--- src/core/bsw_pkg.sv ---
/*
  constants, types and register map of the stopwatch block.
  assumes a single 100 MHz clock and a 256 Hz tick pulse from outside.
*/
package bsw_pkg;
  // ==========================================================
  // register map
  localparam logic [15:0] ADDR_PRIO  = 16'hff20; // priority levels
  localparam logic [15:0] ADDR_EN    = 16'hff22; // interrupt enables
  localparam logic [15:0] ADDR_FLAG  = 16'hff24; // interrupt factor flags
  localparam logic [15:0] ADDR_CTRL  = 16'hff42; // stopwatch control
  localparam logic [15:0] ADDR_DATA  = 16'hff43; // count data
  // ==========================================================
  // field positions
  localparam int BIT_RUN    = 0; // run/stop in control
  localparam int BIT_CLR    = 1; // clear command in control
  localparam int BIT_PRIO   = 2; // low bit of priority field
  localparam int BIT_SECOND = 4; // one second source
  localparam int BIT_TENTH  = 5; // tenth source
  localparam int BIT_HUND   = 6; // hundredth source
  localparam logic [7:0] SRC_MASK = 8'h70; // the three stopwatch bits
  // ==========================================================
  // reset values and digit limits
  localparam logic [7:0] RST_BYTE  = 8'h00; // every register after reset
  localparam logic [3:0] DIGIT_MAX = 4'h9;  // last bcd value
  // ==========================================================
  // fixed vector addresses
  localparam logic [23:0] VEC_HUND   = 24'h000016; // 100 Hz
  localparam logic [23:0] VEC_TENTH  = 24'h000018; // 10 Hz
  localparam logic [23:0] VEC_SECOND = 24'h00001a; // 1 Hz
  // ==========================================================
  // types
  typedef enum logic [1:0] {
    PH_TWO   = 2'b00, // interval of two ticks
    PH_THREE = 2'b01  // interval of three ticks
  } bsw_phase_t;

  typedef struct packed {
    logic [3:0] tenths;    // tenths digit
    logic [3:0] hundredths; // hundredths digit
  } bsw_count_t;

  typedef struct packed {
    logic        wr;   // write strobe
    logic        rd;   // read strobe
    logic [15:0] addr; // byte address
    logic [7:0]  wdata; // write data
  } bsw_bus_t;
endpackage

--- src/core/bsw_bcd_digit.sv ---
/*
  one bcd digit with wrap pulse.
  assumes the caller gives one-cycle advance and clear pulses.
*/
`timescale 1ns/1ps
module bsw_bcd_digit (
  input  wire logic       clk,   // system clock
  input  wire logic       rst,   // sync reset, active high
  input  wire logic       clr,   // clear to zero
  input  wire logic       adv,   // advance by one
  output logic [3:0]      digit, // current value
  output logic            wrap   // pulse when 9 rolls to 0
);
  // ==========================================================
  // state
  typedef struct packed {
    logic [3:0] val;  // digit value
    logic       wrap; // wrap pulse
  } bsw_digit_st_t;

  bsw_digit_st_t s_q; // registered state
  bsw_digit_st_t s_d; // next state

  // next value: wrap from nine back to zero
  always_comb
  begin
    s_d = s_q;
    s_d.wrap = 1'b0;
    if (clr)
    begin
      s_d.val = 4'h0;
    end
    else if (adv)
    begin
      if (s_q.val >= bsw_pkg::DIGIT_MAX)
      begin
        s_d.val  = 4'h0;
        s_d.wrap = 1'b1;
      end
      else
      begin
        s_d.val = s_q.val + 4'h1;
      end
    end
  end

  always_ff @(posedge clk)
  begin
    if (rst)
      s_q <= '0;
    else
      s_q <= s_d;
  end

  assign digit = s_q.val;
  assign wrap  = s_q.wrap;

  a_digit_wrap: assert property (@(posedge clk) disable iff (rst)
    (adv && !clr && s_q.val == 4'h9) |=> (s_q.val == 4'h0 && s_q.wrap))
    else $error("digit did not wrap from nine");
endmodule

--- src/core/bsw_stopwatch.sv ---
/*
  stopwatch timer: run control, 100 Hz divider, two bcd digits,
  factor flags, enables, priority and interrupt request.
  assumes tick_256 is a synchronous one-cycle pulse marking the
  falling edge of the 256 Hz signal, and cpu_level comes from the core.
*/
`timescale 1ns/1ps
module bsw_stopwatch (
  input  wire logic        clk,       // 100 MHz system clock
  input  wire logic        rst,       // sync reset, active high
  input  wire logic        tick_256,  // 256 Hz falling edge pulse
  input  wire logic [15:0] addr,      // register address
  input  wire logic [7:0]  wdata,     // write data
  input  wire logic        wr,        // write strobe
  input  wire logic        rd,        // read strobe
  input  wire logic [1:0]  cpu_level, // current cpu interrupt level
  output logic [7:0]       rdata,     // read data, cycle after rd
  output logic             irq,       // interrupt request level
  output logic [1:0]       irq_level, // priority of the request
  output logic [23:0]      irq_vector // vector of highest enabled pending source
);
  // ==========================================================
  // state record
  typedef struct packed {
    logic                 run_req;  // last run value written
    logic                 running;  // run state actually applied
    bsw_pkg::bsw_phase_t  phase;    // divider interval kind
    logic [1:0]           tcnt;     // ticks in current interval
    logic                 hund_p;   // 100 Hz pulse into digits
    logic [1:0]           prio;     // priority field
    logic [2:0]           en;       // enables: hund, tenth, second
    logic [2:0]           flag;     // flags: hund, tenth, second
    logic [7:0]           rdata;    // read data
    logic                 irq;      // request
    logic [1:0]           irq_lvl;  // request level
    logic [23:0]          vec;      // request vector
  } bsw_state_t;

  bsw_state_t       s_q;     // registered state
  bsw_state_t       s_d;     // next state
  bsw_pkg::bsw_bus_t bus;    // bundled bus request
  bsw_pkg::bsw_count_t cnt;  // digits as read
  logic             clr_cmd; // clear written this cycle
  logic             tenth_p; // wrap of hundredths
  logic             sec_p;   // wrap of tenths
  logic             sw_run_bit; // run bit as read back

  assign bus = '{wr: wr, rd: rd, addr: addr, wdata: wdata};

  // ==========================================================
  // helpers
  // byte address match for one register
  function automatic logic hit(input logic [15:0] a, input logic [15:0] r);
    hit = (a == r);
  endfunction

  // place the three source bits into their register lanes
  function automatic logic [7:0] lanes(input logic [2:0] v);
    lanes = {1'b0, v, 4'h0};
  endfunction

  // clear command: write of one to bit 1 of control
  assign clr_cmd = bus.wr && hit(bus.addr, bsw_pkg::ADDR_CTRL)
                   && bus.wdata[bsw_pkg::BIT_CLR];
  // run bit reads 1 until the stop actually lands
  assign sw_run_bit = s_q.run_req | s_q.running;

  // ==========================================================
  // digits: hundredths feeds tenths
  bsw_bcd_digit u_hund (
    .clk   (clk),
    .rst   (rst),
    .clr   (clr_cmd),
    .adv   (s_q.hund_p),
    .digit (cnt.hundredths),
    .wrap  (tenth_p)
  );

  bsw_bcd_digit u_tenth (
    .clk   (clk),
    .rst   (rst),
    .clr   (clr_cmd),
    .adv   (tenth_p),
    .digit (cnt.tenths),
    .wrap  (sec_p)
  );

  // ==========================================================
  // next state
  always_comb
  begin
    logic [2:0] src;    // source pulses this cycle
    logic [2:0] clrm;   // write-one-to-clear mask
    logic [2:0] act;    // enabled pending sources
    logic       adv;    // divider interval done
    src  = 3'b000;
    clrm = 3'b000;
    act  = 3'b000;
    adv  = 1'b0;
    s_d  = s_q;
    s_d.hund_p = 1'b0;

    // run changes and counting only on a tick
    if (tick_256)
    begin
      s_d.running = s_q.run_req;
      if (s_q.running)
      begin
        // 2 then 3 ticks, giving about 100 Hz
        adv = (s_q.phase == bsw_pkg::PH_TWO) ? (s_q.tcnt == 2'd1)
                                             : (s_q.tcnt == 2'd2);
        if (adv)
        begin
          s_d.tcnt   = 2'd0;
          s_d.hund_p = 1'b1;
          case (s_q.phase)
            bsw_pkg::PH_TWO:   s_d.phase = bsw_pkg::PH_THREE;
            bsw_pkg::PH_THREE: s_d.phase = bsw_pkg::PH_TWO;
            default:           s_d.phase = bsw_pkg::PH_TWO;
          endcase
        end
        else
        begin
          s_d.tcnt = s_q.tcnt + 2'd1;
        end
      end
    end

    // clear also restarts the divider from zero
    if (clr_cmd)
    begin
      s_d.tcnt   = 2'd0;
      s_d.phase  = bsw_pkg::PH_TWO;
      s_d.hund_p = 1'b0;
    end

    // register writes; data register has no write path
    if (bus.wr)
    begin
      if (hit(bus.addr, bsw_pkg::ADDR_CTRL))
        s_d.run_req = bus.wdata[bsw_pkg::BIT_RUN];
      if (hit(bus.addr, bsw_pkg::ADDR_PRIO))
        s_d.prio = bus.wdata[bsw_pkg::BIT_PRIO +: 2];
      if (hit(bus.addr, bsw_pkg::ADDR_EN))
        s_d.en = bus.wdata[bsw_pkg::BIT_SECOND +: 3];
      if (hit(bus.addr, bsw_pkg::ADDR_FLAG))
        clrm = bus.wdata[bsw_pkg::BIT_SECOND +: 3];
    end

    // flags: set wins over a same-cycle clear
    src = {s_q.hund_p, tenth_p, sec_p};
    s_d.flag = (s_q.flag & ~{clrm[2], clrm[1], clrm[0]}) | src;

    // read mux, answer in the next cycle only
    s_d.rdata = 8'h00;
    if (bus.rd)
    begin
      if (hit(bus.addr, bsw_pkg::ADDR_CTRL))
        s_d.rdata = {7'h00, sw_run_bit};
      else if (hit(bus.addr, bsw_pkg::ADDR_DATA))
        s_d.rdata = cnt;
      else if (hit(bus.addr, bsw_pkg::ADDR_PRIO))
        s_d.rdata = {4'h0, s_q.prio, 2'b00};
      else if (hit(bus.addr, bsw_pkg::ADDR_EN))
        s_d.rdata = lanes(s_q.en);
      else if (hit(bus.addr, bsw_pkg::ADDR_FLAG))
        s_d.rdata = lanes(s_q.flag);
      else
        s_d.rdata = 8'h00;
    end

    // request: flag and enable and priority above cpu level
    act = s_q.flag & s_q.en;
    s_d.irq     = (act != 3'b000) && (s_q.prio > cpu_level);
    s_d.irq_lvl = s_q.prio;
    if (act[2])
      s_d.vec = bsw_pkg::VEC_HUND;
    else if (act[1])
      s_d.vec = bsw_pkg::VEC_TENTH;
    else if (act[0])
      s_d.vec = bsw_pkg::VEC_SECOND;
    else
      s_d.vec = 24'h000000;
  end

  // ==========================================================
  // state register
  always_ff @(posedge clk)
  begin
    if (rst)
      s_q <= '0;
    else
      s_q <= s_d;
  end

  assign rdata      = s_q.rdata;
  assign irq        = s_q.irq;
  assign irq_level  = s_q.irq_lvl;
  assign irq_vector = s_q.vec;

  // ==========================================================
  // checks
  a_data_read: assert property (@(posedge clk) disable iff (rst)
    (rd && addr == 16'hff43) |=> (rdata == $past(cnt)))
    else $error("data read does not show digits");

  a_data_nowrite: assert property (@(posedge clk) disable iff (rst)
    (wr && addr == 16'hff43 && !tick_256 && !s_q.hund_p && !tenth_p)
      |=> (cnt.hundredths == $past(cnt.hundredths)))
    else $error("data write changed count");

  a_clear_zero: assert property (@(posedge clk) disable iff (rst)
    (wr && addr == 16'hff42 && wdata[1]) |=> (cnt == 8'h00))
    else $error("clear did not zero count");

  a_run_hold: assert property (@(posedge clk) disable iff (rst)
    (s_q.running && !tick_256) |=> s_q.running)
    else $error("run state changed off tick");

  a_flag_set: assert property (@(posedge clk) disable iff (rst)
    s_q.hund_p |=> s_q.flag[2])
    else $error("hundredth flag not set");

  a_flag_clear: assert property (@(posedge clk) disable iff (rst)
    (wr && addr == 16'hff24 && wdata[6] && !s_q.hund_p) |=> !s_q.flag[2])
    else $error("hundredth flag not cleared");

  a_irq_gate: assert property (@(posedge clk) disable iff (rst)
    irq |-> ($past(s_q.prio) > $past(cpu_level)))
    else $error("request below cpu level");

  a_ctrl_read: assert property (@(posedge clk) disable iff (rst)
    (rd && addr == 16'hff42) |=> (rdata[7:1] == 7'h00))
    else $error("control unused bits not zero");

  a_divider_gap: assert property (@(posedge clk) disable iff (rst)
    (s_q.hund_p) |=> !s_q.hund_p)
    else $error("100 Hz pulse longer than one cycle");

  a_prio_read: assert property (@(posedge clk) disable iff (rst)
    (rd && addr == 16'hff20) |=> (rdata == {4'h0, $past(s_q.prio), 2'b00}))
    else $error("priority read wrong");

  // ==========================================================
  // register and counting checks
  // enables read back in their lanes, bit 7 low
  a_en_read: assert property (@(posedge clk) disable iff (rst)
    (rd && addr == bsw_pkg::ADDR_EN) |=> (rdata == {1'b0, $past(s_q.en), 4'h0}))
    else $error("enable read wrong");

  // flags read back in their lanes, bit 7 low
  a_flag_read: assert property (@(posedge clk) disable iff (rst)
    (rd && addr == bsw_pkg::ADDR_FLAG) |=> (rdata == {1'b0, $past(s_q.flag), 4'h0}))
    else $error("flag read wrong");

  // enable write lands in the next cycle
  a_en_write: assert property (@(posedge clk) disable iff (rst)
    (wr && addr == bsw_pkg::ADDR_EN)
      |=> (s_q.en == $past(wdata[bsw_pkg::BIT_SECOND +: 3])))
    else $error("enable write lost");

  // enables keep their value without a write
  a_en_hold: assert property (@(posedge clk) disable iff (rst)
    !(wr && addr == bsw_pkg::ADDR_EN) |=> (s_q.en == $past(s_q.en)))
    else $error("enables changed without write");

  // priority write lands in the next cycle
  a_prio_write: assert property (@(posedge clk) disable iff (rst)
    (wr && addr == bsw_pkg::ADDR_PRIO)
      |=> (s_q.prio == $past(wdata[bsw_pkg::BIT_PRIO +: 2])))
    else $error("priority write lost");

  // priority keeps its value without a write
  a_prio_hold: assert property (@(posedge clk) disable iff (rst)
    !(wr && addr == bsw_pkg::ADDR_PRIO) |=> (s_q.prio == $past(s_q.prio)))
    else $error("priority changed without write");

  // run request follows bit 0 of a control write
  a_run_write: assert property (@(posedge clk) disable iff (rst)
    (wr && addr == bsw_pkg::ADDR_CTRL)
      |=> (s_q.run_req == $past(wdata[bsw_pkg::BIT_RUN])))
    else $error("run bit write lost");

  // applied run state copies the request on a tick
  a_run_apply: assert property (@(posedge clk) disable iff (rst)
    tick_256 |=> (s_q.running == $past(s_q.run_req)))
    else $error("run state not applied on tick");

  // stopped counter holds its hundredths digit
  a_stop_freeze: assert property (@(posedge clk) disable iff (rst)
    (!s_q.running && !s_q.hund_p && !clr_cmd) |=> $stable(cnt.hundredths))
    else $error("count moved while stopped");

  // 100 Hz pulse only ever follows a tick
  a_hund_tick: assert property (@(posedge clk) disable iff (rst)
    s_q.hund_p |-> $past(tick_256))
    else $error("100 Hz pulse without tick");

  // each 100 Hz pulse adds one to the hundredths
  a_hund_adv: assert property (@(posedge clk) disable iff (rst)
    (s_q.hund_p && !clr_cmd && cnt.hundredths != bsw_pkg::DIGIT_MAX)
      |=> (cnt.hundredths == $past(cnt.hundredths) + 4'h1))
    else $error("hundredths did not advance");

  // hundredths wrap adds one to the tenths
  a_tenth_adv: assert property (@(posedge clk) disable iff (rst)
    (tenth_p && !clr_cmd && cnt.tenths != bsw_pkg::DIGIT_MAX)
      |=> (cnt.tenths == $past(cnt.tenths) + 4'h1))
    else $error("tenths did not advance");

  // both digits stay inside bcd range
  a_digit_bcd: assert property (@(posedge clk) disable iff (rst)
    (cnt.hundredths <= bsw_pkg::DIGIT_MAX) && (cnt.tenths <= bsw_pkg::DIGIT_MAX))
    else $error("digit out of bcd range");

  // clear restarts the divider at a two-tick interval
  a_clear_restart: assert property (@(posedge clk) disable iff (rst)
    clr_cmd |=> (s_q.tcnt == 2'd0 && s_q.phase == bsw_pkg::PH_TWO))
    else $error("divider not restarted by clear");

  // tenth-rate pulse sets its flag
  a_tenth_flag: assert property (@(posedge clk) disable iff (rst)
    tenth_p |=> s_q.flag[1])
    else $error("tenth flag not set");

  // one-second pulse sets its flag
  a_sec_flag: assert property (@(posedge clk) disable iff (rst)
    sec_p |=> s_q.flag[0])
    else $error("second flag not set");

  // a flag stays up until a one is written to it
  a_flag_sticky: assert property (@(posedge clk) disable iff (rst)
    (s_q.flag[2] && !(wr && addr == bsw_pkg::ADDR_FLAG && wdata[bsw_pkg::BIT_HUND]))
      |=> s_q.flag[2])
    else $error("hundredth flag dropped");

  // nothing enabled and pending means no request
  a_irq_off: assert property (@(posedge clk) disable iff (rst)
    ((s_q.flag & s_q.en) == 3'b000) |=> !irq)
    else $error("request without enabled flag");

  // enabled pending source above cpu level raises a request
  a_irq_on: assert property (@(posedge clk) disable iff (rst)
    (((s_q.flag & s_q.en) != 3'b000) && (s_q.prio > cpu_level)) |=> irq)
    else $error("request missing");

  // hundredth source wins the vector
  a_vec_hund: assert property (@(posedge clk) disable iff (rst)
    (s_q.flag[2] && s_q.en[2]) |=> (irq_vector == bsw_pkg::VEC_HUND))
    else $error("hundredth vector wrong");
endmodule

--- config.mk ---
export PLATFORM = sky130hd
export DESIGN_NAME = bsw_stopwatch
export DESIGN_NICKNAME = d
export VERILOG_FILES = /design/src/core/bsw_pkg.sv /design/src/core/bsw_bcd_digit.sv /design/src/core/bsw_stopwatch.sv
export SDC_FILE = /design/constraint.sdc
export NUM_CORES = 1
export LEC_CHECK = 0
export BUFFER_PORTS_ARGS = -buffer_cell sky130_fd_sc_hd__buf_2
export CAP_MARGIN = 20
export CORE_UTILIZATION = 50
export DETAILED_ROUTE_END_ITERATION = 12
export GPL_ROUTABILITY_DRIVEN = 0
export PLACE_DENSITY_LB_ADDON = 0.25
export SKIP_LAST_GASP = 1
export SLEW_MARGIN = 30
export SYNTH_ARGS = -nofsm -noshare
export SYNTH_HDL_FRONTEND = slang
export SYNTH_SLANG_ARGS = --single-unit
--- constraint.sdc ---
create_clock -name clk -period 2.5 [get_ports clk]
set_input_delay 0.25 -clock clk [delete_from_list [all_inputs] [get_ports clk]]
set_output_delay 0.25 -clock clk [all_outputs]
set_load 0.02 [all_outputs]
After elaboration in Yosys (flattened, before gate mapping)
Index checks and enable logic that the tools add are counted.
- register bits: 60
- bits in latches: 0
- RAM bits: 0
- ROM bits: 0
- bits of input ports: 31
- output and inout port bits: 35
- logic and storage cells: 78
- memories: 0
- add/sub/neg operators: 3
- $mul: 0
- divide/modulo/power cells: 0
- $lt $le $gt $ge: 3
- eq/ne operators: 7
- shift operators: 0
- mux-type cells: 18
- bitwise logic cells: 10
- reductions and logical operators: 18
- operators by type and width (kind ; number):
    16-bit == test, second input constant ; 5
    7-bit two-way mux ; 3
    5-bit two-way mux ; 3
    3-bit OR reduction ; 4
    4-bit by 1-bit adder with 4-bit output, second input constant ; 2
    4-bit greater-or-equal comparator, second input constant ; 2
    4-bit two-way mux ; 2
    8-bit two-way mux ; 1
    2-bit AND reduction ; 4
    3-bit bitwise AND ; 2
    1-bit two-way mux ; 6
    3-bit two-way mux ; 2
    2-bit OR reduction ; 3
    1-bit inverter ; 5
    4-bit OR reduction ; 1
    1-bit logical AND ; 3
    3-bit inverter ; 1
    3-bit OR ; 1
    3-bit AND reduction ; 1
    3-bit nonzero test ; 1
    2-bit by 1-bit adder with 2-bit output, second input constant ; 1
    2-bit by 1-bit == test with 1-bit output, second input constant ; 1
    2-bit == test, second input constant ; 1
    2-bit > comparator ; 1
    3 further kinds ; 3

Longest topological paths before layout
Gate-level depths: netlist of run 1.
- word-level depth: 6
- mapped depth: 6

Modules after synthesis
Synthesis of run 1 repeated with hierarchy kept, for this count alone.
- cell total of the unflattened synthesis: 224
- area total of the unflattened synthesis: 2073.2 µm²
- by module, submodules not included (module ; times used ; cells each ; area each (µm²) ; sequential area each (µm²)):
    bsw_stopwatch ; 1 ; 168 ; 1525.2 ; 580.6
    bsw_bcd_digit ; 2 ; 28 ; 274.0 ; 100.1

Least setup slack after synthesis of run 1
Ideal clock, no wire load.
- path type: flip-flop to flip-flop
- start: reg u_hund.s_q, in the netlist u_hund.digit[1]
- end: reg u_hund.s_q, in the netlist u_hund.digit[2]
- arrival time: 1.313 ns
- data required time: 2.427 ns
- setup slack: 1.113 ns
- stages on the path, launching flop included: 6
- buffers on the path: 0
- period minus slack after synthesis: 1.387 ns
- cells stage by stage: dfxtp_1 > inv_1 > ha_1 > o31ai_1 > nand4b_1 > a31oi_4
- longest elaborated chain between the ends: 2
- elaborated cells between the ends (all ways): 3
- classes of those cells: add/sub (1); order compare (1); mux (1)
- ends and longest elaborated chain (element ; RTL line ; RTL):
    start, declared ; bsw_bcd_digit.sv:21 ; bsw_digit_st_t s_q;
    start signal, assigned ; bsw_bcd_digit.sv:50 ; s_q <= '0;
    start signal, assigned ; bsw_bcd_digit.sv:52 ; s_q <= s_d;
    4-bit by 1-bit adder with 4-bit output / 4-bit greater-or-equal comparator (equally long branches) ; bsw_bcd_digit.sv:42, bsw_bcd_digit.sv:35 ;
    4-bit two-way mux * ; bsw_bcd_digit.sv:35 ; if (s_q.val >= bsw_pkg::DIGIT_MAX)
Every way passes the cells marked *; elsewhere a longest branch is shown, timed or not.
A chain may end at the register's enable or synchronous reset.

Worst setup path in the final report of run 1
Same ends and word-level chain as after synthesis.

==> results.sh, run 1 <==
export IMPL_fin_setup_tns_ps=0
export IMPL_yosysMostFrequentCell="dfxtp_1"
export IMPL_synth_ff_type="dfxtp_1"
export IMPL_netlist_area_sq_mm=0.002083
export IMPL_synth_warnings=0
export IMPL_crit_arrival_ps=1760
export IMPL_dr_wl_met2_um=1571
export IMPL_hold_end="s_d[24]"
export IMPL_multi_input_area_sq_mm=0.001030
export IMPL_hold_buffers=0
export IMPL_dp_cells=295
export IMPL_cts_tree="yes"
export IMPL_ctsResizeCount=0
export IMPL_dpl_hpwl_um=2699
export IMPL_drtIter0Drc=92
export IMPL_fillers=383
export IMPL_rsz0062_at_grt="no"
export IMPL_clock_sinks=39
export IMPL_hold_viol=0
export IMPL_yosys_area_top_type_share_pct=37.48
export IMPL_met3WireLength_um=205
export IMPL_die_h_um=66.55
export IMPL_synth_edff_count=0
export IMPL_firstDrtPassIters=4
export IMPL_grt_overflow=0
export IMPL_required_ps=2720
export IMPL_period_needed_ps=1542
export IMPL_worstSetupEndpointType="register"
export IMPL_final_area_sq_mm=0.002247
export IMPL_nets=291
export IMPL_antenna_left=0
export IMPL_yosys_top_cells_count="dfxtp_1 (39), buf_4 (34), a21oi_1 (12)"
export IMPL_routed_wirelength_um=3630
export IMPL_io_pins=66
export IMPL_worstReg2RegStart="u_hund.digit[1]"
export IMPL_wl_per_cell_um=11.98
export IMPL_synth_area_leaders="dfxtp_1 (37%), buf_4 (12%), ha_1 (4.8%)"
export IMPL_hold_path_class="input port to register"
export IMPL_ys_async_sr_fraction_pct=0
export IMPL_yosysTopAreaCell="dfxtp_1"
export IMPL_io_buffers=44
export IMPL_clk_pin_slew_ps=80
export IMPL_drc=0
export IMPL_outcome="finished clean"
export IMPL_postSynthRegisterBits=39
export IMPL_dr_total_vias=1570
export IMPL_diodes=0
export IMPL_rrSetupSlack_ps=960
export IMPL_worst_pin_slew_ps=518.2
export IMPL_area_delta_synth_final_pct=7.868
export IMPL_top_layer="met4"
export IMPL_vdd_drop_max_uv=361.0
export IMPL_avgSynthCellArea_sq_um=9.384
export IMPL_holdWs_ps=208.8
export IMPL_p_leak_nw=0.9732
export IMPL_placed_cell_area_sq_mm=0.002135
export IMPL_cts_root_buf="clkbuf_8"
export IMPL_drv_cap=0
export IMPL_grt_max_degree=20
export IMPL_ctsHtreeMaxLevel=2
export IMPL_num_rows=23
export IMPL_regArea_sq_um=780.7
export IMPL_cp_start_kind="register"
export IMPL_min_period_over_period_pct=61.69
export IMPL_die_area_sq_mm=0.004429
export IMPL_reg2reg_depth=5
export IMPL_worstSkewPairLatency_ps=290
export IMPL_grt_pass1_wl_um=5789
export IMPL_core_sq_mm=0.004000
export IMPL_fp_dieW_um=66.55
export IMPL_min_path_cells=3
export IMPL_grt_pass1_vias=1310
export IMPL_syn_inst=222
export IMPL_r2r_end="u_hund.digit[2]"
export IMPL_antenna_found_initial=0
export IMPL_fmax_ghz=0.6484
export IMPL_drive_gt1_share_pct=26.48
export IMPL_criticalPathCategory="register to register"
export IMPL_worst_clock_skew_ps=6.552
export IMPL_worst_path_max_fanout=5
export IMPL_viasPerCell=5.182
export IMPL_start_util_pct=52.08
export IMPL_ys_types=49
export IMPL_setup_viol=0
export IMPL_cts_buffers=5
export IMPL_report_final_slew_viol_count=0
export IMPL_min_from="wdata[2]"
export IMPL_slew_limit_headroom_pct=65.02
export IMPL_layout_cells_non_filler=303
export IMPL_power_mw=1.248
export IMPL_post_cts_setup_buffers=0
export IMPL_p_per_area_mw_per_mm2=555.2
export IMPL_track_usage_pct=17.86
export IMPL_clock_path_buffers=2
export IMPL_ys_seq_area_share_pct=37.48
export IMPL_wl_met1_um=1791
worst max-delay path, cell delays in order, from the launching register on:
cell and delay (ps):
dfxtp_1 380, inv_1 80, ha_1 190, o31ai_1 440, nand4b_1 230, a31oi_4 160
cell type report:
| type | count | share of cell area [%] |
|---|---|---|
| multi-input cells | 151 | 45.82 |
| inverters | 11 | 1.837 |
| flip-flops and latches | 39 | 34.74 |
| repair buffers | 44 | 9.800 |
| clock buffers | 5 | 3.062 |
| clock inverters | 3 | 1.949 |
| well taps | 50 | 2.784 |
cells by family after synthesis:
group           share of synthesized area (%)
compound gates                          16.88
buf+inv                                 16.52
simple gates                            23.18
mux                                    0.9610
flops                                   37.48
other cells                            0.1800
fa+ha+maj                               4.805
where the power goes:
part | internal, mW | leakage [nW] | switching [mW] | total, mW
Sequential | 0.624 | 0.314 | 0.00592 | 0.630
Clock | 0.297 | 0.0581 | 0.224 | 0.521
Combinational | 0.0346 | 0.601 | 0.0622 | 0.0968
how the worst max path moves through the flow:
stage	startpoint	end	depth (start not counted)
2_1_floorplan	u_hund.digit[1]	u_hund.digit[2]	5
3_3_place_gp	u_hund.digit[1]	u_hund.digit[2]	5
3_5_place_dp	u_hund.digit[1]	u_hund.digit[2]	5
4_1_cts	u_hund.digit[1]	u_hund.digit[2]	5
5_1_grt	u_hund.digit[1]	u_hund.digit[2]	5
6_report	u_hund.digit[1]	u_hund.digit[2]	5
through the flow:
| step | setup slack, ps | utilization, % |
|---|---|---|
| global route | 802.4 | 56.18 |
| detailed placement | 952.9 | 53.36 |
| global placement | 936.8 | 53.36 |
| floorplan | 1113 | - |
| CTS | 930.0 | 56.18 |
| finish | 957.8 | 56.18 |
metal layers:
metal  GRT usage, %  vias up
li1               -      793
met1          23.59      721
met2          25.76       48
met3          5.822        8
met4          8.777        0
met5              0        -
state kept, by name, summed over array words and instances, names as in the netlist:
name,cells
u_tenth.digit,4
u_hund.digit,4
s_d,2
irq_level,2
s_q,12
u_tenth.wrap,1
rdata,8
irq,1
u_hund.wrap,1
irq_vector,4
cell usage in the layout, fill, tap and decap left out, types with 2 or more instances in the layout:
| cell | n |
|---|---|
| a211oi_1 | 2 |
| nor3_1 | 5 |
| a21oi_1 | 12 |
| and4_1 | 4 |
| inv_1 | 11 |
| o21ai_0 | 7 |
| clkbuf_8 | 5 |
| nand3b_1 | 4 |
| conb_1 | 20 |
| a41oi_1 | 2 |
| nor4_1 | 2 |
| a21oi_2 | 6 |
| a32o_1 | 2 |
| and3_1 | 2 |
| nor2b_1 | 3 |
| nor2_1 | 11 |
| dfxtp_1 | 39 |
| nand2_1 | 3 |
| nand4b_1 | 2 |
| o311ai_0 | 2 |
| ha_1 | 8 |
| o31ai_1 | 2 |
| a22o_1 | 4 |
| nand2b_1 | 9 |
| and2_1 | 3 |
| nand3_1 | 11 |
| buf_2 | 44 |
| a22o_2 | 2 |
| mux2i_1 | 2 |
| nor3b_1 | 6 |
(Power assumes the default switching activity.)
==> inputs of run 2 (changes only) <==
Clock period 2.5 ns to 1.6 ns, I/O delays scaled along.
==> run 2 against run 1 <==
Critical endpoint is now u_tenth.wrap. Worst hold slack got worse by 78 ps. First-iteration DRC count increased by 12%. Largest power group unchanged. Sequential cell count unchanged. Routed wire length is 1.0% higher. Count of clock-buffer cells in the layout up 1. Sequential power rose by 56%. Highest routed layer unchanged. Fmax rose by 6.3%. Critical path depth stayed put. Via count up 0.70%. Clock skew shrank 1.5 ps. Die area unchanged.
==> results.sh, run 2 (same netlist as run 1, synthesis figures left out) <==
export IMPL_largest_register="s_q"
export IMPL_r2r_end="u_tenth.wrap"
export IMPL_min_period_over_period_pct=90.70
export IMPL_criticalPathCategory="register to register"
export IMPL_setup_viol=0
export IMPL_fillers=381
export IMPL_worst_path_max_fanout=5
export IMPL_clock_path_buffers=2
export IMPL_p_switching_mw=0.4276
export IMPL_dp_slack_ps=56.93
export IMPL_power_mw=1.915
export IMPL_hold_buffers=0
export IMPL_antenna_left=0
export IMPL_dr_total_vias=1581
export IMPL_worst_path_dominant_cell_family="compound AO/OA/AOI/OAI gates"
export IMPL_grt_pass1_vias=1273
export IMPL_layout_cells_non_filler=307
export IMPL_area_delta_synth_final_pct=9.189
export IMPL_clk_pin_slew_ps=70
export IMPL_vdd_drop_max_uv=469.3
export IMPL_p_per_area_mw_per_mm2=841.9
export IMPL_clkPwrFrac_pct=40.6
export IMPL_fp_dieW_um=66.55
export IMPL_path_buf_inv=2
export IMPL_final_cell_mix="buf_2 (44), dfxtp_1 (39), conb_1 (20)"
export IMPL_rsz0062_at_grt="no"
export IMPL_cp_depth=5
export IMPL_start_util_pct=52.08
export IMPL_drc=0
export IMPL_wl_per_cell_um=11.94
export IMPL_worstSetupEndpoint="u_tenth.wrap"
export IMPL_nets=296
export IMPL_reg2reg_depth=5
export IMPL_p_int_mw=1.487
export IMPL_crit_slowest_cell="o311ai_1"
export IMPL_grt_max_degree=19
export IMPL_required_ps=1770
export IMPL_diodes=0
export IMPL_hold_viol=0
export IMPL_io_buffers=44
export IMPL_dpl_hpwl_um=2761
export IMPL_power_frac_comb_pct=8.0
export IMPL_grt_pass1_wl_um=5658
export IMPL_drive_gt1_share_pct=27.24
export IMPL_cp_start_kind="register"
export IMPL_die_h_um=66.55
export IMPL_sequentialPowerShare_pct=51.4
export IMPL_worstSkewPairLatency_ps=280
export IMPL_fin_ws_ps=148.8
export IMPL_outcome="finished clean"
export IMPL_core_sq_mm=0.004000
export IMPL_cts_buffers=5
export IMPL_viasPerCell=5.150
export IMPL_worstReg2RegStart="u_tenth.digit[1]"
export IMPL_firstDrtPassIters=4
export IMPL_max_stage_delay_ps=430
export IMPL_ctsHtreeMaxLevel=2
export IMPL_p_sw_share_pct=22.33
export IMPL_worst_clock_skew_ps=5.079
export IMPL_period_needed_ps=1451
export IMPL_crit_arrival_ps=1620
export IMPL_largest_register_ffs=12
export IMPL_drtIter0Drc=103
export IMPL_routed_wirelength_um=3667
export IMPL_fin_setup_tns_ps=0
export IMPL_final_common_cell="buf_2"
export IMPL_antenna_found_initial=0
export IMPL_track_usage_pct=17.21
export IMPL_worstSetupEndpointType="register"
export IMPL_clock_sinks=39
export IMPL_num_rows=23
export IMPL_fmax_ghz=0.6891
export IMPL_cts_tree="yes"
export IMPL_grt_overflow=0
export IMPL_io_pins=66
export IMPL_rrSetupSlack_ps=150
export IMPL_die_area_sq_mm=0.004429
export IMPL_report_final_slew_viol_count=0
export IMPL_dp_cells=300
export IMPL_drv_cap=0
export IMPL_cts_root_buf="clkbuf_8"
export IMPL_worstPathCellList="inv_1 > ha_1 > o311ai_1 > buf_4 > nor2_1"
export IMPL_p_leak_nw=0.9948
export IMPL_cp_startpoint="u_tenth.digit[1]"
export IMPL_hold_path_class="input port to register"
==> run 2: cell types whose count changed in the layout (fill, tap and decap cells not counted), sizes merged <==
cell	before	now
buf	44	49
clkinv	2	0
clkbuf	5	6
==> run 2: worst min path at each step <==
stage              from       to  cells past startpoint
2_1_floorplan  wdata[2]  s_d[24]                      2
3_3_place_gp   wdata[2]  s_d[24]                      3
3_5_place_dp   wdata[3]  s_d[25]                      3
4_1_cts        wdata[3]  s_d[25]                      3
5_1_grt        wdata[2]  s_d[24]                      3
6_report       wdata[3]  s_d[25]                      3
==> run 2: area by class of cell <==
cell class / instances / area, sq um / area share, %
inverter: 11 / 41.29 / 1.815
sequential: 39 / 780.7 / 34.32
clock buffer: 6 / 72.57 / 3.190
tap: 50 / 62.56 / 2.750
multi-input combinational: 151 / 1030 / 45.27
clock inverter: 1 / 30.03 / 1.320
timing repair buffer: 49 / 257.7 / 11.33
==> run 2: metal layers <==
layer / vias up / GRT usage, % / wire length (um) / share of wire, %
met4: 0 / 5.851 / 40 / 1.1
met3: 4 / 5.137 / 212 / 5.8
li1: 800 / - / - / -
met5: - / 0 / 0 / 0
met2: 51 / 27.53 / 1644 / 45
met1: 726 / 21.79 / 1769 / 48
==> run 2: repair_timing <==
action,CTS,global route
setup endpoints to repair,0,2
buffers inserted,0,0
gates resized for setup,0,1
==> run 2: power groups by stage <==
| stage | sequential, mW | combinational, mW | clock, mW |
|---|---|---|---|
| 2_1_floorplan | 1.00 | 0.142 | 0 |
| 3_3_place_gp | 1.01 | 0.151 | 0 |
| 3_5_place_dp | 1.01 | 0.152 | 0 |
| 4_1_cts | 0.984 | 0.152 | 0.789 |
| 5_1_grt | 0.985 | 0.168 | 0.830 |
| 6_report | 0.984 | 0.153 | 0.778 |
==> run 2: stage by stage <==
step	hold WS [ps]	util, %	area (sq um)
floorplan	307.7	-	2155
global placement	427.4	54.30	2172
detailed placement	423.0	54.30	2172
CTS	122.4	56.87	2275
global route	130.6	56.87	2275
finish	131.0	56.87	2275
==> run 2: worst min-delay path, stage by stage <==
cell	delay [ps]
buf_2	90
nand3_1	60
a21oi_1	50
==> inputs of run 3 (changes only) <==
Settings changed: CORE_UTILIZATION 50 to 48.
==> run 3 against run 2 <==
Count of clock-buffer cells in the layout stayed put. Sequential power hardly changed. Power is 7.3% lower. Routed wire length about the same. Critical endpoint is now u_tenth.digit[3]. Die area up 4.0%. Clock power shrank 18%. Clock skew barely moved. Non-clock buffer count fell by 1. Final area shrank 1.1%. Critical path type unchanged.
==> results.sh, run 3 (same netlist as run 1, synthesis figures left out) <==
export IMPL_worst_path_max_fanout=5
export IMPL_area_delta_synth_final_pct=7.988
export IMPL_io_pins=66
export IMPL_core_sq_mm=0.004086
export IMPL_reg2reg_depth=4
export IMPL_fin_util_pct=55.05
export IMPL_hold_end="s_d[24]"
export IMPL_crit_slowest_cell="o311ai_0"
export IMPL_sequentialPowerShare_pct=55.4
export IMPL_drc=0
export IMPL_start_util_pct=50.98
export IMPL_cts_buffers=5
export IMPL_ctsHtreeMaxLevel=2
export IMPL_nets=295
export IMPL_final_common_cell="buf_2"
export IMPL_dp_cells=299
export IMPL_min_path_cells=3
export IMPL_report_final_slew_viol_count=0
export IMPL_grt_overflow=0
export IMPL_max_stage_delay_ps=440
export IMPL_power_mw=1.775
export IMPL_clkPwrFrac_pct=36.0
export IMPL_largest_register="s_q"
export IMPL_antenna_found_initial=0
export IMPL_largest_register_ffs=12
export IMPL_worstPathCellList="inv_1 > ha_1 > o311ai_0 > nor3b_1"
export IMPL_criticalPathCategory="register to register"
export IMPL_hold_path_class="input port to register"
export IMPL_cts_tree="yes"
export IMPL_p_int_mw=1.335
export IMPL_worstSkewPairLatency_ps=290
export IMPL_layout_cells_non_filler=307
export IMPL_drv_cap=0
export IMPL_outcome="finished clean"
export IMPL_fmax_ghz=0.7102
export IMPL_grt_pass1_wl_um=5940
export IMPL_min_period_over_period_pct=88.00
export IMPL_antenna_left=0
export IMPL_min_from="wdata[2]"
export IMPL_p_per_area_mw_per_mm2=789.0
export IMPL_hold_buffers=0
export IMPL_holdWs_ps=124.0
export IMPL_drtIter0Drc=127
export IMPL_die_h_um=67.88
export IMPL_grt_max_degree=19
export IMPL_viasPerCell=5.235
export IMPL_cp_start_kind="register"
export IMPL_worst_clock_skew_ps=5.539
export IMPL_crit_arrival_ps=1620
export IMPL_track_usage_pct=17.26
export IMPL_diodes=0
export IMPL_clk_pin_slew_ps=80
export IMPL_final_cell_mix="buf_2 (44), dfxtp_1 (39), conb_1 (20)"
export IMPL_routed_wirelength_um=3665
export IMPL_period_needed_ps=1408
export IMPL_p_sw_share_pct=24.80
export IMPL_rrSetupSlack_ps=190
export IMPL_setup_viol=0
export IMPL_io_buffers=44
export IMPL_required_ps=1820
export IMPL_p_switching_mw=0.4403
export IMPL_ctsResizeCount=0
export IMPL_clock_path_buffers=2
export IMPL_p_leak_nw=0.9748
export IMPL_grt_pass1_vias=1322
export IMPL_dpl_hpwl_um=2800
export IMPL_post_cts_setup_buffers=0
export IMPL_die_area_sq_mm=0.004608
export IMPL_fin_setup_tns_ps=0
export IMPL_rsz0062_at_grt="no"
export IMPL_num_rows=23
export IMPL_hold_viol=0
export IMPL_firstDrtPassIters=4
export IMPL_dr_total_vias=1607
export IMPL_fp_dieW_um=67.88
export IMPL_worstReg2RegStart="u_tenth.digit[1]"
export IMPL_cts_root_buf="clkbuf_8"
export IMPL_wl_per_cell_um=11.94
export IMPL_worstSetupEndpointType="register"
export IMPL_r2r_end="u_tenth.digit[3]"
export IMPL_clock_sinks=39
export IMPL_drive_gt1_share_pct=27.24
export IMPL_power_frac_comb_pct=8.6
export IMPL_vdd_drop_max_uv=420.3
-- run 3: critical path, delay by kind of cell, from the launching register on --
family	cells	cell delay, ps
adder cells (fa/ha/maj)	1	190
AO/OA/AOI/OAI	1	440
buffers and inverters	1	80
flip-flops	1	400
AND/OR/NAND/NOR	1	220
-- run 3: power groups by stage --
stage	Combinational [mW]	Clock, mW	Sequential (mW)
after global placement	0.151	0	1.01
after CTS	0.152	0.665	0.983
after detailed placement	0.152	0	1.01
final	0.153	0.639	0.983
after global routing	0.169	0.701	0.984
after floorplan	0.142	0	1.00
-- run 3: worst max path at each step --
stage	startpoint	endpoint	slack, ps	cells past startpoint
final	u_tenth.digit[1]	u_tenth.digit[3]	190	4
after global routing	u_tenth.digit[1]	u_tenth.digit[3]	20	4
after CTS	u_tenth.digit[1]	u_tenth.digit[3]	190	4
after detailed placement	addr[0]	s_q[35]	200	5
after global placement	addr[0]	s_q[35]	200	5
after floorplan	u_hund.digit[1]	u_hund.digit[2]	210	5
-- run 3: cell type report --
| class | instances | area, sq um |
|---|---|---|
| Clock buffer | 6 | 72.57 |
| Clock inverter | 2 | 12.51 |
| Fill cell | 390 | 1837 |
| Inverter | 11 | 41.29 |
| Multi-Input combinational cell | 151 | 1030 |
| Sequential cell | 39 | 780.7 |
| Tap cell | 50 | 62.56 |
| Timing Repair Buffer | 48 | 250.2 |
-- run 3: routing by layer --
metal	up-vias	wire, um	track usage, %
met5	-	0	0
met4	0	41	6.250
met3	5	245	4.000
met2	63	1665	28.09
met1	740	1712	22.12
li1	799	-	-
-- run 3: stage by stage --
stage	worst slack, ps	cell area, sq um
CTS	191.6	2250
floorplan	213.4	2155
finish	192.0	2250
global placement	201.7	2165
detailed placement	198.6	2165
global route	23.63	2250
